### src/rtl/tmpreg_pkg.sv
// Package with register indices, field layouts and reset values of the temperature register bank.
package tmpreg_pkg;
    // Register indices; the APB byte address of each register is four times its index.
    localparam logic [7:0] IDX_LOCAL_TEMP     = 8'h00;
    localparam logic [7:0] IDX_REMOTE_UPPER   = 8'h01;
    localparam logic [7:0] IDX_LOCAL_HIGH     = 8'h05;
    localparam logic [7:0] IDX_RHIGH_UPPER    = 8'h07;
    localparam logic [7:0] IDX_RLOW_UPPER     = 8'h08;
    localparam logic [7:0] IDX_REMOTE_LOWER   = 8'h10;
    localparam logic [7:0] IDX_OFFSET_UPPER   = 8'h11;
    localparam logic [7:0] IDX_OFFSET_LOWER   = 8'h12;
    localparam logic [7:0] IDX_RHIGH_LOWER    = 8'h13;
    localparam logic [7:0] IDX_RLOW_LOWER     = 8'h14;
    localparam logic [7:0] IDX_IRQ_STATUS     = 8'h20;
    localparam logic [7:0] IDX_IRQ_ENABLE     = 8'h21;
    localparam logic [7:0] IDX_IRQ_CLEAR      = 8'h22;
    localparam logic [7:0] IDX_CONFIG         = 8'h23;

    localparam int         ADDR_W             = 10;
    localparam int         DATA_W             = 32;
    localparam int         TEMP_W             = 11;
    localparam int         FRAC_W             = 3;
    localparam int         FRAC_LSB           = 5;
    localparam int         NUM_EVENTS         = 4;

    // Event bit positions in the status, enable and clear registers.
    localparam int         EV_REMOTE_HIGH     = 0;
    localparam int         EV_REMOTE_LOW      = 1;
    localparam int         EV_LOCAL_HIGH      = 2;
    localparam int         EV_CONV_DONE       = 3;

    localparam int         CFG_FAULT_QUEUE    = 0;
    localparam logic [1:0] FAULT_QUEUE_DEPTH  = 2'h3;

    localparam logic [7:0] RST_LOCAL_HIGH     = 8'h46;
    localparam logic [7:0] RST_RHIGH_UPPER    = 8'h46;
    localparam logic [7:0] RST_RLOW_UPPER     = 8'h00;
    localparam logic [2:0] RST_FRAC           = 3'h0;
    localparam logic [7:0] RST_OFFSET_UPPER   = 8'h00;
    localparam logic [7:0] RST_TEMP           = 8'h00;
    localparam logic [3:0] RST_IRQ            = 4'h0;
endpackage

### src/rtl/tmpreg_conv_if.sv
// Interface between the register bank and its conversion result path.
`timescale 1ns/1ps
interface tmpreg_conv_if;
    import tmpreg_pkg::*;
    logic                     raw_valid;
    logic        [7:0]        local_raw;
    logic signed [TEMP_W-1:0] remote_raw;
    logic signed [TEMP_W-1:0] offset;
    logic signed [TEMP_W-1:0] high_lim;
    logic signed [TEMP_W-1:0] low_lim;
    logic        [7:0]        local_lim;
    logic                     res_valid;
    logic        [7:0]        local_res;
    logic signed [TEMP_W-1:0] remote_res;
    logic                     over;
    logic                     under;
    logic                     local_over;

    modport regs (output raw_valid, local_raw, remote_raw, offset, high_lim, low_lim,
                  local_lim, input res_valid, local_res, remote_res, over, under, local_over);
    modport path (input raw_valid, local_raw, remote_raw, offset, high_lim, low_lim,
                  local_lim, output res_valid, local_res, remote_res, over, under, local_over);
endinterface

### src/rtl/tmpreg_conv_path.sv
// Conversion result path: adds the offset, saturates and compares against the limits.
`timescale 1ns/1ps
module tmpreg_conv_path (
    input wire logic     pclk,
    input wire logic     presetn,
    tmpreg_conv_if.path  cv
);
    import tmpreg_pkg::*;

    localparam logic signed [TEMP_W:0] SUM_MAX = (TEMP_W+1)'(2**(TEMP_W-1) - 1);
    localparam logic signed [TEMP_W:0] SUM_MIN = -(TEMP_W+1)'(2**(TEMP_W-1));

    logic signed [TEMP_W:0]   sum_wide;
    logic signed [TEMP_W-1:0] sum_sat;

    // The sum is one bit wider so that an extreme offset clips instead of wrapping sign.
    always_comb begin
        sum_wide = (TEMP_W+1)'(cv.remote_raw) + (TEMP_W+1)'(cv.offset);
        if (sum_wide > SUM_MAX) begin
            sum_sat = SUM_MAX[TEMP_W-1:0];
        end else if (sum_wide < SUM_MIN) begin
            sum_sat = SUM_MIN[TEMP_W-1:0];
        end else begin
            sum_sat = sum_wide[TEMP_W-1:0];
        end
    end

    always_ff @(posedge pclk or negedge presetn) begin
        if (!presetn) begin
            cv.res_valid  <= 1'b0;
            cv.local_res  <= RST_TEMP;
            cv.remote_res <= '0;
            cv.over       <= 1'b0;
            cv.under      <= 1'b0;
            cv.local_over <= 1'b0;
        end else begin
            cv.res_valid <= cv.raw_valid;
            if (cv.raw_valid) begin
                cv.local_res  <= cv.local_raw;
                cv.remote_res <= sum_sat;
                cv.over       <= sum_sat > cv.high_lim;
                cv.under      <= sum_sat < cv.low_lim;
                cv.local_over <= $signed(cv.local_raw) > $signed(cv.local_lim);
            end
        end
    end
endmodule

### src/rtl/tmpreg_regs.sv
// Temperature result and limit register bank with APB slave and interrupt logic.
`timescale 1ns/1ps
module tmpreg_regs (
    input  wire logic                                  pclk,
    input  wire logic                                  presetn,
    input  wire logic [tmpreg_pkg::ADDR_W-1:0]         paddr,
    input  wire logic                                  psel,
    input  wire logic                                  penable,
    input  wire logic                                  pwrite,
    input  wire logic [tmpreg_pkg::DATA_W-1:0]         pwdata,
    output logic      [tmpreg_pkg::DATA_W-1:0]         prdata,
    output logic                                       pready,
    output logic                                       pslverr,
    input  wire logic                                  conv_done,
    input  wire logic [7:0]                            local_raw,
    input  wire logic signed [tmpreg_pkg::TEMP_W-1:0]  remote_raw,
    output logic                                       irq
);
    import tmpreg_pkg::*;

    tmpreg_conv_if cv ();

    logic [7:0]            local_temp_reg;
    logic [7:0]            remote_upper_reg;
    logic [2:0]            remote_lower_reg;
    logic [7:0]            local_high_reg;
    logic [7:0]            rhigh_upper_reg;
    logic [2:0]            rhigh_lower_reg;
    logic [7:0]            rlow_upper_reg;
    logic [2:0]            rlow_lower_reg;
    logic [7:0]            offset_upper_reg;
    logic [2:0]            offset_lower_reg;
    logic [NUM_EVENTS-1:0] status_reg;
    logic [NUM_EVENTS-1:0] enable_reg;
    logic                  fault_queue_reg;
    logic [1:0]            fault_cnt_reg;
    logic [1:0]            fault_cnt_next;
    logic [NUM_EVENTS-1:0] event_set;
    logic [NUM_EVENTS-1:0] event_clr;
    logic [7:0]            idx;
    logic                  mapped;
    logic                  wr_en;
    logic [7:0]            wbyte;
    logic [7:0]            rd_byte;
    logic                  remote_alert;

    assign idx   = paddr[ADDR_W-1:2];
    assign wbyte = pwdata[7:0];
    assign wr_en = psel && penable && pwrite && mapped;

    // Reads are captured in the setup phase so the access phase never needs a wait state.
    assign pready  = 1'b1;
    assign pslverr = psel && penable && !mapped;

    always_comb begin
        mapped  = 1'b1;
        rd_byte = 8'h00;
        if (paddr[1:0] != 2'h0) begin
            mapped = 1'b0;
        end else if (idx == IDX_LOCAL_TEMP) begin
            rd_byte = local_temp_reg;
        end else if (idx == IDX_REMOTE_UPPER) begin
            rd_byte = remote_upper_reg;
        end else if (idx == IDX_LOCAL_HIGH) begin
            rd_byte = local_high_reg;
        end else if (idx == IDX_RHIGH_UPPER) begin
            rd_byte = rhigh_upper_reg;
        end else if (idx == IDX_RLOW_UPPER) begin
            rd_byte = rlow_upper_reg;
        end else if (idx == IDX_REMOTE_LOWER) begin
            rd_byte = {remote_lower_reg, 5'h00};
        end else if (idx == IDX_OFFSET_UPPER) begin
            rd_byte = offset_upper_reg;
        end else if (idx == IDX_OFFSET_LOWER) begin
            rd_byte = {offset_lower_reg, 5'h00};
        end else if (idx == IDX_RHIGH_LOWER) begin
            rd_byte = {rhigh_lower_reg, 5'h00};
        end else if (idx == IDX_RLOW_LOWER) begin
            rd_byte = {rlow_lower_reg, 5'h00};
        end else if (idx == IDX_IRQ_STATUS) begin
            rd_byte = {4'h0, status_reg};
        end else if (idx == IDX_IRQ_ENABLE) begin
            rd_byte = {4'h0, enable_reg};
        end else if (idx == IDX_IRQ_CLEAR) begin
            rd_byte = 8'h00;
        end else if (idx == IDX_CONFIG) begin
            rd_byte = {7'h00, fault_queue_reg};
        end else begin
            mapped = 1'b0;
        end
    end

    always_ff @(posedge pclk or negedge presetn) begin
        if (!presetn) begin
            prdata <= '0;
        end else if (psel && !penable && !pwrite) begin
            prdata <= {24'h000000, rd_byte};
        end
    end

    // Limits, offset and configuration written by software.
    always_ff @(posedge pclk or negedge presetn) begin
        if (!presetn) begin
            local_high_reg   <= RST_LOCAL_HIGH;
            rhigh_upper_reg  <= RST_RHIGH_UPPER;
            rhigh_lower_reg  <= RST_FRAC;
            rlow_upper_reg   <= RST_RLOW_UPPER;
            rlow_lower_reg   <= RST_FRAC;
            offset_upper_reg <= RST_OFFSET_UPPER;
            offset_lower_reg <= RST_FRAC;
            enable_reg       <= RST_IRQ;
            fault_queue_reg  <= 1'b0;
        end else if (wr_en) begin
            if (idx == IDX_LOCAL_HIGH) begin
                local_high_reg <= wbyte;
            end else if (idx == IDX_RHIGH_UPPER) begin
                rhigh_upper_reg <= wbyte;
            end else if (idx == IDX_RHIGH_LOWER) begin
                rhigh_lower_reg <= wbyte[7:FRAC_LSB];
            end else if (idx == IDX_RLOW_UPPER) begin
                rlow_upper_reg <= wbyte;
            end else if (idx == IDX_RLOW_LOWER) begin
                rlow_lower_reg <= wbyte[7:FRAC_LSB];
            end else if (idx == IDX_OFFSET_UPPER) begin
                offset_upper_reg <= wbyte;
            end else if (idx == IDX_OFFSET_LOWER) begin
                offset_lower_reg <= wbyte[7:FRAC_LSB];
            end else if (idx == IDX_IRQ_ENABLE) begin
                enable_reg <= wbyte[NUM_EVENTS-1:0];
            end else if (idx == IDX_CONFIG) begin
                fault_queue_reg <= wbyte[CFG_FAULT_QUEUE];
            end
        end
    end

    assign cv.raw_valid  = conv_done;
    assign cv.local_raw  = local_raw;
    assign cv.remote_raw = remote_raw;
    assign cv.offset     = {offset_upper_reg, offset_lower_reg};
    assign cv.high_lim   = {rhigh_upper_reg, rhigh_lower_reg};
    assign cv.low_lim    = {rlow_upper_reg, rlow_lower_reg};
    assign cv.local_lim  = local_high_reg;

    tmpreg_conv_path u_path (
        .pclk    (pclk),
        .presetn (presetn),
        .cv      (cv)
    );

    // Readings are only ever loaded from the result path, so bus writes cannot reach them.
    always_ff @(posedge pclk or negedge presetn) begin
        if (!presetn) begin
            local_temp_reg   <= RST_TEMP;
            remote_upper_reg <= RST_TEMP;
            remote_lower_reg <= RST_FRAC;
        end else if (cv.res_valid) begin
            local_temp_reg   <= cv.local_res;
            remote_upper_reg <= cv.remote_res[TEMP_W-1:FRAC_W];
            remote_lower_reg <= cv.remote_res[FRAC_W-1:0];
        end
    end

    // With the queue on, three consecutive out-of-range results are needed for an alert.
    always_comb begin
        fault_cnt_next = fault_cnt_reg;
        if (cv.res_valid) begin
            if (!(cv.over || cv.under)) begin
                fault_cnt_next = 2'h0;
            end else if (fault_cnt_reg != FAULT_QUEUE_DEPTH) begin
                fault_cnt_next = fault_cnt_reg + 2'h1;
            end
        end
    end

    always_ff @(posedge pclk or negedge presetn) begin
        if (!presetn) begin
            fault_cnt_reg <= 2'h0;
        end else begin
            fault_cnt_reg <= fault_cnt_next;
        end
    end

    assign remote_alert = cv.res_valid && (cv.over || cv.under) &&
                          (!fault_queue_reg || fault_cnt_next == FAULT_QUEUE_DEPTH);

    always_comb begin
        event_set                 = '0;
        event_set[EV_REMOTE_HIGH] = remote_alert && cv.over;
        event_set[EV_REMOTE_LOW]  = remote_alert && cv.under;
        event_set[EV_LOCAL_HIGH]  = cv.res_valid && cv.local_over;
        event_set[EV_CONV_DONE]   = cv.res_valid;
    end

    assign event_clr = (wr_en && idx == IDX_IRQ_CLEAR) ? wbyte[NUM_EVENTS-1:0] : '0;

    // A new event in the same cycle as its clear keeps the bit set.
    generate
        for (genvar i = 0; i < NUM_EVENTS; i++) begin : g_status
            always_ff @(posedge pclk or negedge presetn) begin
                if (!presetn) begin
                    status_reg[i] <= 1'b0;
                end else if (event_set[i]) begin
                    status_reg[i] <= 1'b1;
                end else if (event_clr[i]) begin
                    status_reg[i] <= 1'b0;
                end
            end
        end
    endgenerate

    assign irq = |(status_reg & enable_reg);

    // Checking helpers.
    logic                     lhl_written_reg;
    logic                     rhl_written_reg;
    logic signed [TEMP_W:0]   exp_sum;

    assign exp_sum = (TEMP_W+1)'(remote_raw) + (TEMP_W+1)'(cv.offset);

    always_ff @(posedge pclk or negedge presetn) begin
        if (!presetn) begin
            lhl_written_reg <= 1'b0;
            rhl_written_reg <= 1'b0;
        end else if (wr_en) begin
            if (idx == IDX_LOCAL_HIGH) begin
                lhl_written_reg <= 1'b1;
            end
            if (idx == IDX_RHIGH_UPPER || idx == IDX_RHIGH_LOWER) begin
                rhl_written_reg <= 1'b1;
            end
        end
    end
endmodule

### config.mk
export PLATFORM = sky130hd
export DESIGN_NAME = tmpreg_regs
export DESIGN_NICKNAME = d
export VERILOG_FILES = /design/src/rtl/tmpreg_pkg.sv /design/src/rtl/tmpreg_conv_if.sv /design/src/rtl/tmpreg_conv_path.sv /design/src/rtl/tmpreg_regs.sv
export SDC_FILE = /design/constraint.sdc
export NUM_CORES = 1
export LEC_CHECK = 0
export BUFFER_PORTS_ARGS = -buffer_cell sky130_fd_sc_hd__clkbuf_2
export CORE_MARGIN = 2
export CORE_UTILIZATION = 55
export DETAILED_ROUTE_END_ITERATION = 6
export PLACE_DENSITY = 0.84
export SETUP_SLACK_MARGIN = 0.05
export SLEW_MARGIN = 20
export SYNTH_ARGS = -nofsm -noshare
export SYNTH_HDL_FRONTEND = slang
export SYNTH_SLANG_ARGS = --single-unit
### constraint.sdc
create_clock -name pclk -period 8.21 [get_ports pclk]
set_clock_uncertainty 0.15 [all_clocks]
set_input_delay 0.4105 -clock pclk [delete_from_list [all_inputs] [get_ports pclk]]
set_output_delay 0.4105 -clock pclk [all_outputs]
set_load 0.05 [all_outputs]
==> flow_summary_export.csv <==
group,metric,value,unit
setup_path,crit_slowest_cell,"sky130_fd_sc_hd__mux2i_1",
yosys,synthDominantCellAreaShare,38.7,%
clock_tree,h_tree_levels,3,
layout,area.sequential,0.00256,mm²
sta,setup_total_negative_slack,0,ps
sta,rsz0062_at_grt,"no",
pwr,power.ir.vdd_worst,159,µV
layout,antenna_cells_inserted,0,
sta,final_min_period_over_clock_period,58.2,%
setup_path,critical_path_maximum_fanout,10,
run_status,outcome,"completed",
setup_path,cell_family_with_most_cp_delay,"compound AO/OA/AOI/OAI gates",
yosys,post_synth_most_frequent_cells,"sky130_fd_sc_hd__dfrtp_1, sky130_fd_sc_hd__mux2_2, sky130_fd_sc_hd__nand2_1, sky130_fd_sc_hd__inv_1, sky130_fd_sc_hd__ha_1",
yosys,synthesized_area,0.00620,mm²
setup_path,crit_arrival,4870,ps
placement,numPortBuffers,52,
layout,largest_register_ffs,11,
yosys,synthDistinctLibCells,62,
floorplan,design.die.area,0.0121,mm²
floorplan,placeableCoreArea,0.0109,mm²
clock_tree,clock_insertion_delay_worst_skew,350,ps
layout,biggest_register,"u_path.cv.remote_res",
layout,fin_area,0.00682,mm²
clock_tree,ctsLongestPathBuffers,2,
setup_path,worstSetupStartpointType,"register",
clock_tree,cts_tree,"done",
sta,achievable-frequency,0.209,GHz
floorplan,row_count,38,
clock_tree,clock-root-buffer,"sky130_fd_sc_hd__clkbuf_16",
sta,tightestPinTransition,1060,ps
pwr,totalPowerFinal,1180,µW
placement,post-place-cells,784,
placement,gpl_congestion,0.926,
setup_path,critical_path.n_buffers_inverters,0,
global_routing,first_global_vias,4857,
floorplan,chip_width,110,µm
clock_tree,ctsHoldBuffers,1,
layout,area_growth_syn_to_layout,9.97,%
placement,hpwl,12000,µm
clock_tree,clkSlewWorstSetupHoldPaths,80,ps
global_routing,antenna_violations_before_repair,0,
yosys,yosysWarnings,0,
setup_path,max_stage_delay,710,ps
layout,stdcell_count,801,
global_routing,grt.overflow.total,0,
pwr,power.density,172,mW/mm²
sta,period_minus_slack,4780,ps
sta,slew_violations,0,
yosys,yosys_register_bits,102,
yosys,ys.flop_type,"sky130_fd_sc_hd__dfrtp_1",
clock_tree,cts_setup_buffers,0,
flow_run,max_cap_violations,0,
yosys,synth.avg_cell_area,10.1,µm²
routing,final_antenna_net_count,0,
setup_path,end_kind,"register",
sta,hold-worst-slack,172,ps
layout,n_fill_cell,880,
yosys,synthArstFlopShare,100,%
routing,vias_per_cell,6.27,
setup_path,critical_path_class,"register to register",
pwr,p_leak,0.00321,µW
routing,drt_wl_total,16100,µm
yosys,synth.area.top_cells,"sky130_fd_sc_hd__dfrtp_1, sky130_fd_sc_hd__mux2_2, sky130_fd_sc_hd__ha_1",
layout,drive_gt1_share,23.4,%
floorplan,start_util,56.7,%
global_routing,grt_max_degree,66,
setup_path,worstPathCellList,"ha_1, fa_1, a211oi_1, o21ai_0, a21oi_1, mux2i_1, a21boi_0, ha_1, nor2b_1, o21a_1, o21a_1, o211ai_1, a31oi_1, mux2_2",
layout,multiInputGateArea,0.00330,mm²
sta,timing.final.setup_violations,0,
yosys,cell_type_with_the_highest_aggregate_area_in_the_netlist,"sky130_fd_sc_hd__dfrtp_1",
routing,remaining_drc_errors,0,
yosys,synth_enable_flop_cells,0,
global_routing,grt_resource_usage_total,27.9,%
layout,finish.net_count,764,
clock_tree,cts.sinks,102,
routing,vias,5026,
routing,number_of_violations_reported_at_the_end_of_detailed_routing_iteration_0,502,
yosys,synth.yosys.seq_area_share,41.3,%
clock_tree,postCtsResizedCells,0,
floorplan,floorplan.io_pins,102,
global_routing,grt_first_pass_wirelength,25200,µm
setup_path,worstPathRequired,8300,ps
sta,final_hold_viols,0,
routing,drt-pass1-iter-count,6,
yosys,synth.most_common_cell,"sky130_fd_sc_hd__dfrtp_1",
placement,placement.cell_area,0.00648,mm²
sta,slew_headroom,29.1,%
floorplan,vert_die_dim,110,µm
hold_path,worstHoldPathType,"input pin to register",
yosys,post_synth_inst_count,612,
routing,routedWlPerCell,20.1,µm
clock_tree,numCtsBuffers,9,
## final timing paths
kind | slack (ps) | startpoint | endpoint | depth (start not counted)
max | 3430 | offset_lower_reg[0] | u_path.cv.over | 14
max in group asynchronous | 6330 | presetn | offset_upper_reg[6] | 3
min reg2reg | 330 | prdata[2] | prdata[2] | 2
max reg2reg | 3430 | offset_lower_reg[0] | u_path.cv.over | 14
min | 170 | local_raw[2] | u_path.cv.local_res[2] | 2
min in group asynchronous | 400 | presetn | u_path.cv.local_res[2] | 2
## area by class of cell
class / instances / share of cell area (%)
Multi-Input combinational cell: 445 / 48.4
Sequential cell: 102 / 37.6
Clock inverter: 7 / 1.54
Tap cell: 140 / 2.57
Clock buffer: 9 / 3.30
Timing Repair Buffer: 56 / 4.33
Inverter: 42 / 2.31
## placed cells by master, fill, tap and decap left out, drive strengths merged, types with 14 or more instances in the layout
master and n:
a21o 14, nor2 32, ha 40, conb 25, mux2i 16, o21ai 32, dfrtp 96, clkbuf 60
inv 45, mux2 68, a21oi 26, nand2 52
## report_power, final
group	switching (µW)	leakage [µW]	internal (µW)
sequential	21.9	0.00124	530
combinational	97.7	0.00181	52.2
clock	201	0.000164	273
total	321	0.00321	855
## through the flow
step	util (%)	setup WS [ps]
2_1_floorplan	-	4120
3_3_place_gp	59.2	3480
3_5_place_dp	59.2	3440
4_1_cts	62.4	3480
5_1_grt	62.4	3170
6_report	62.4	3430
## cell families after synthesis
family,count (synthesis),share of synthesized area [%]
AOI/OAI and AO/OA,148,16.2
adders and majority gates,41,8.39
buffers and inverters,88,6.90
xor gates and xnor gates,6,0.847
DFF,102,41.3
other,2,0.121
muxes,84,14.9
and+or+nand+nor,141,11.3
## per-layer routing
layer,vias to the layer above,track usage (%),wire length [µm]
li1,2269,-,-
met1,2451,36.2,6710
met2,253,44.3,7560
met3,53,6.88,1280
met4,0,12.8,567
met5,-,0,0
Power figures use the tool's default switching activity.
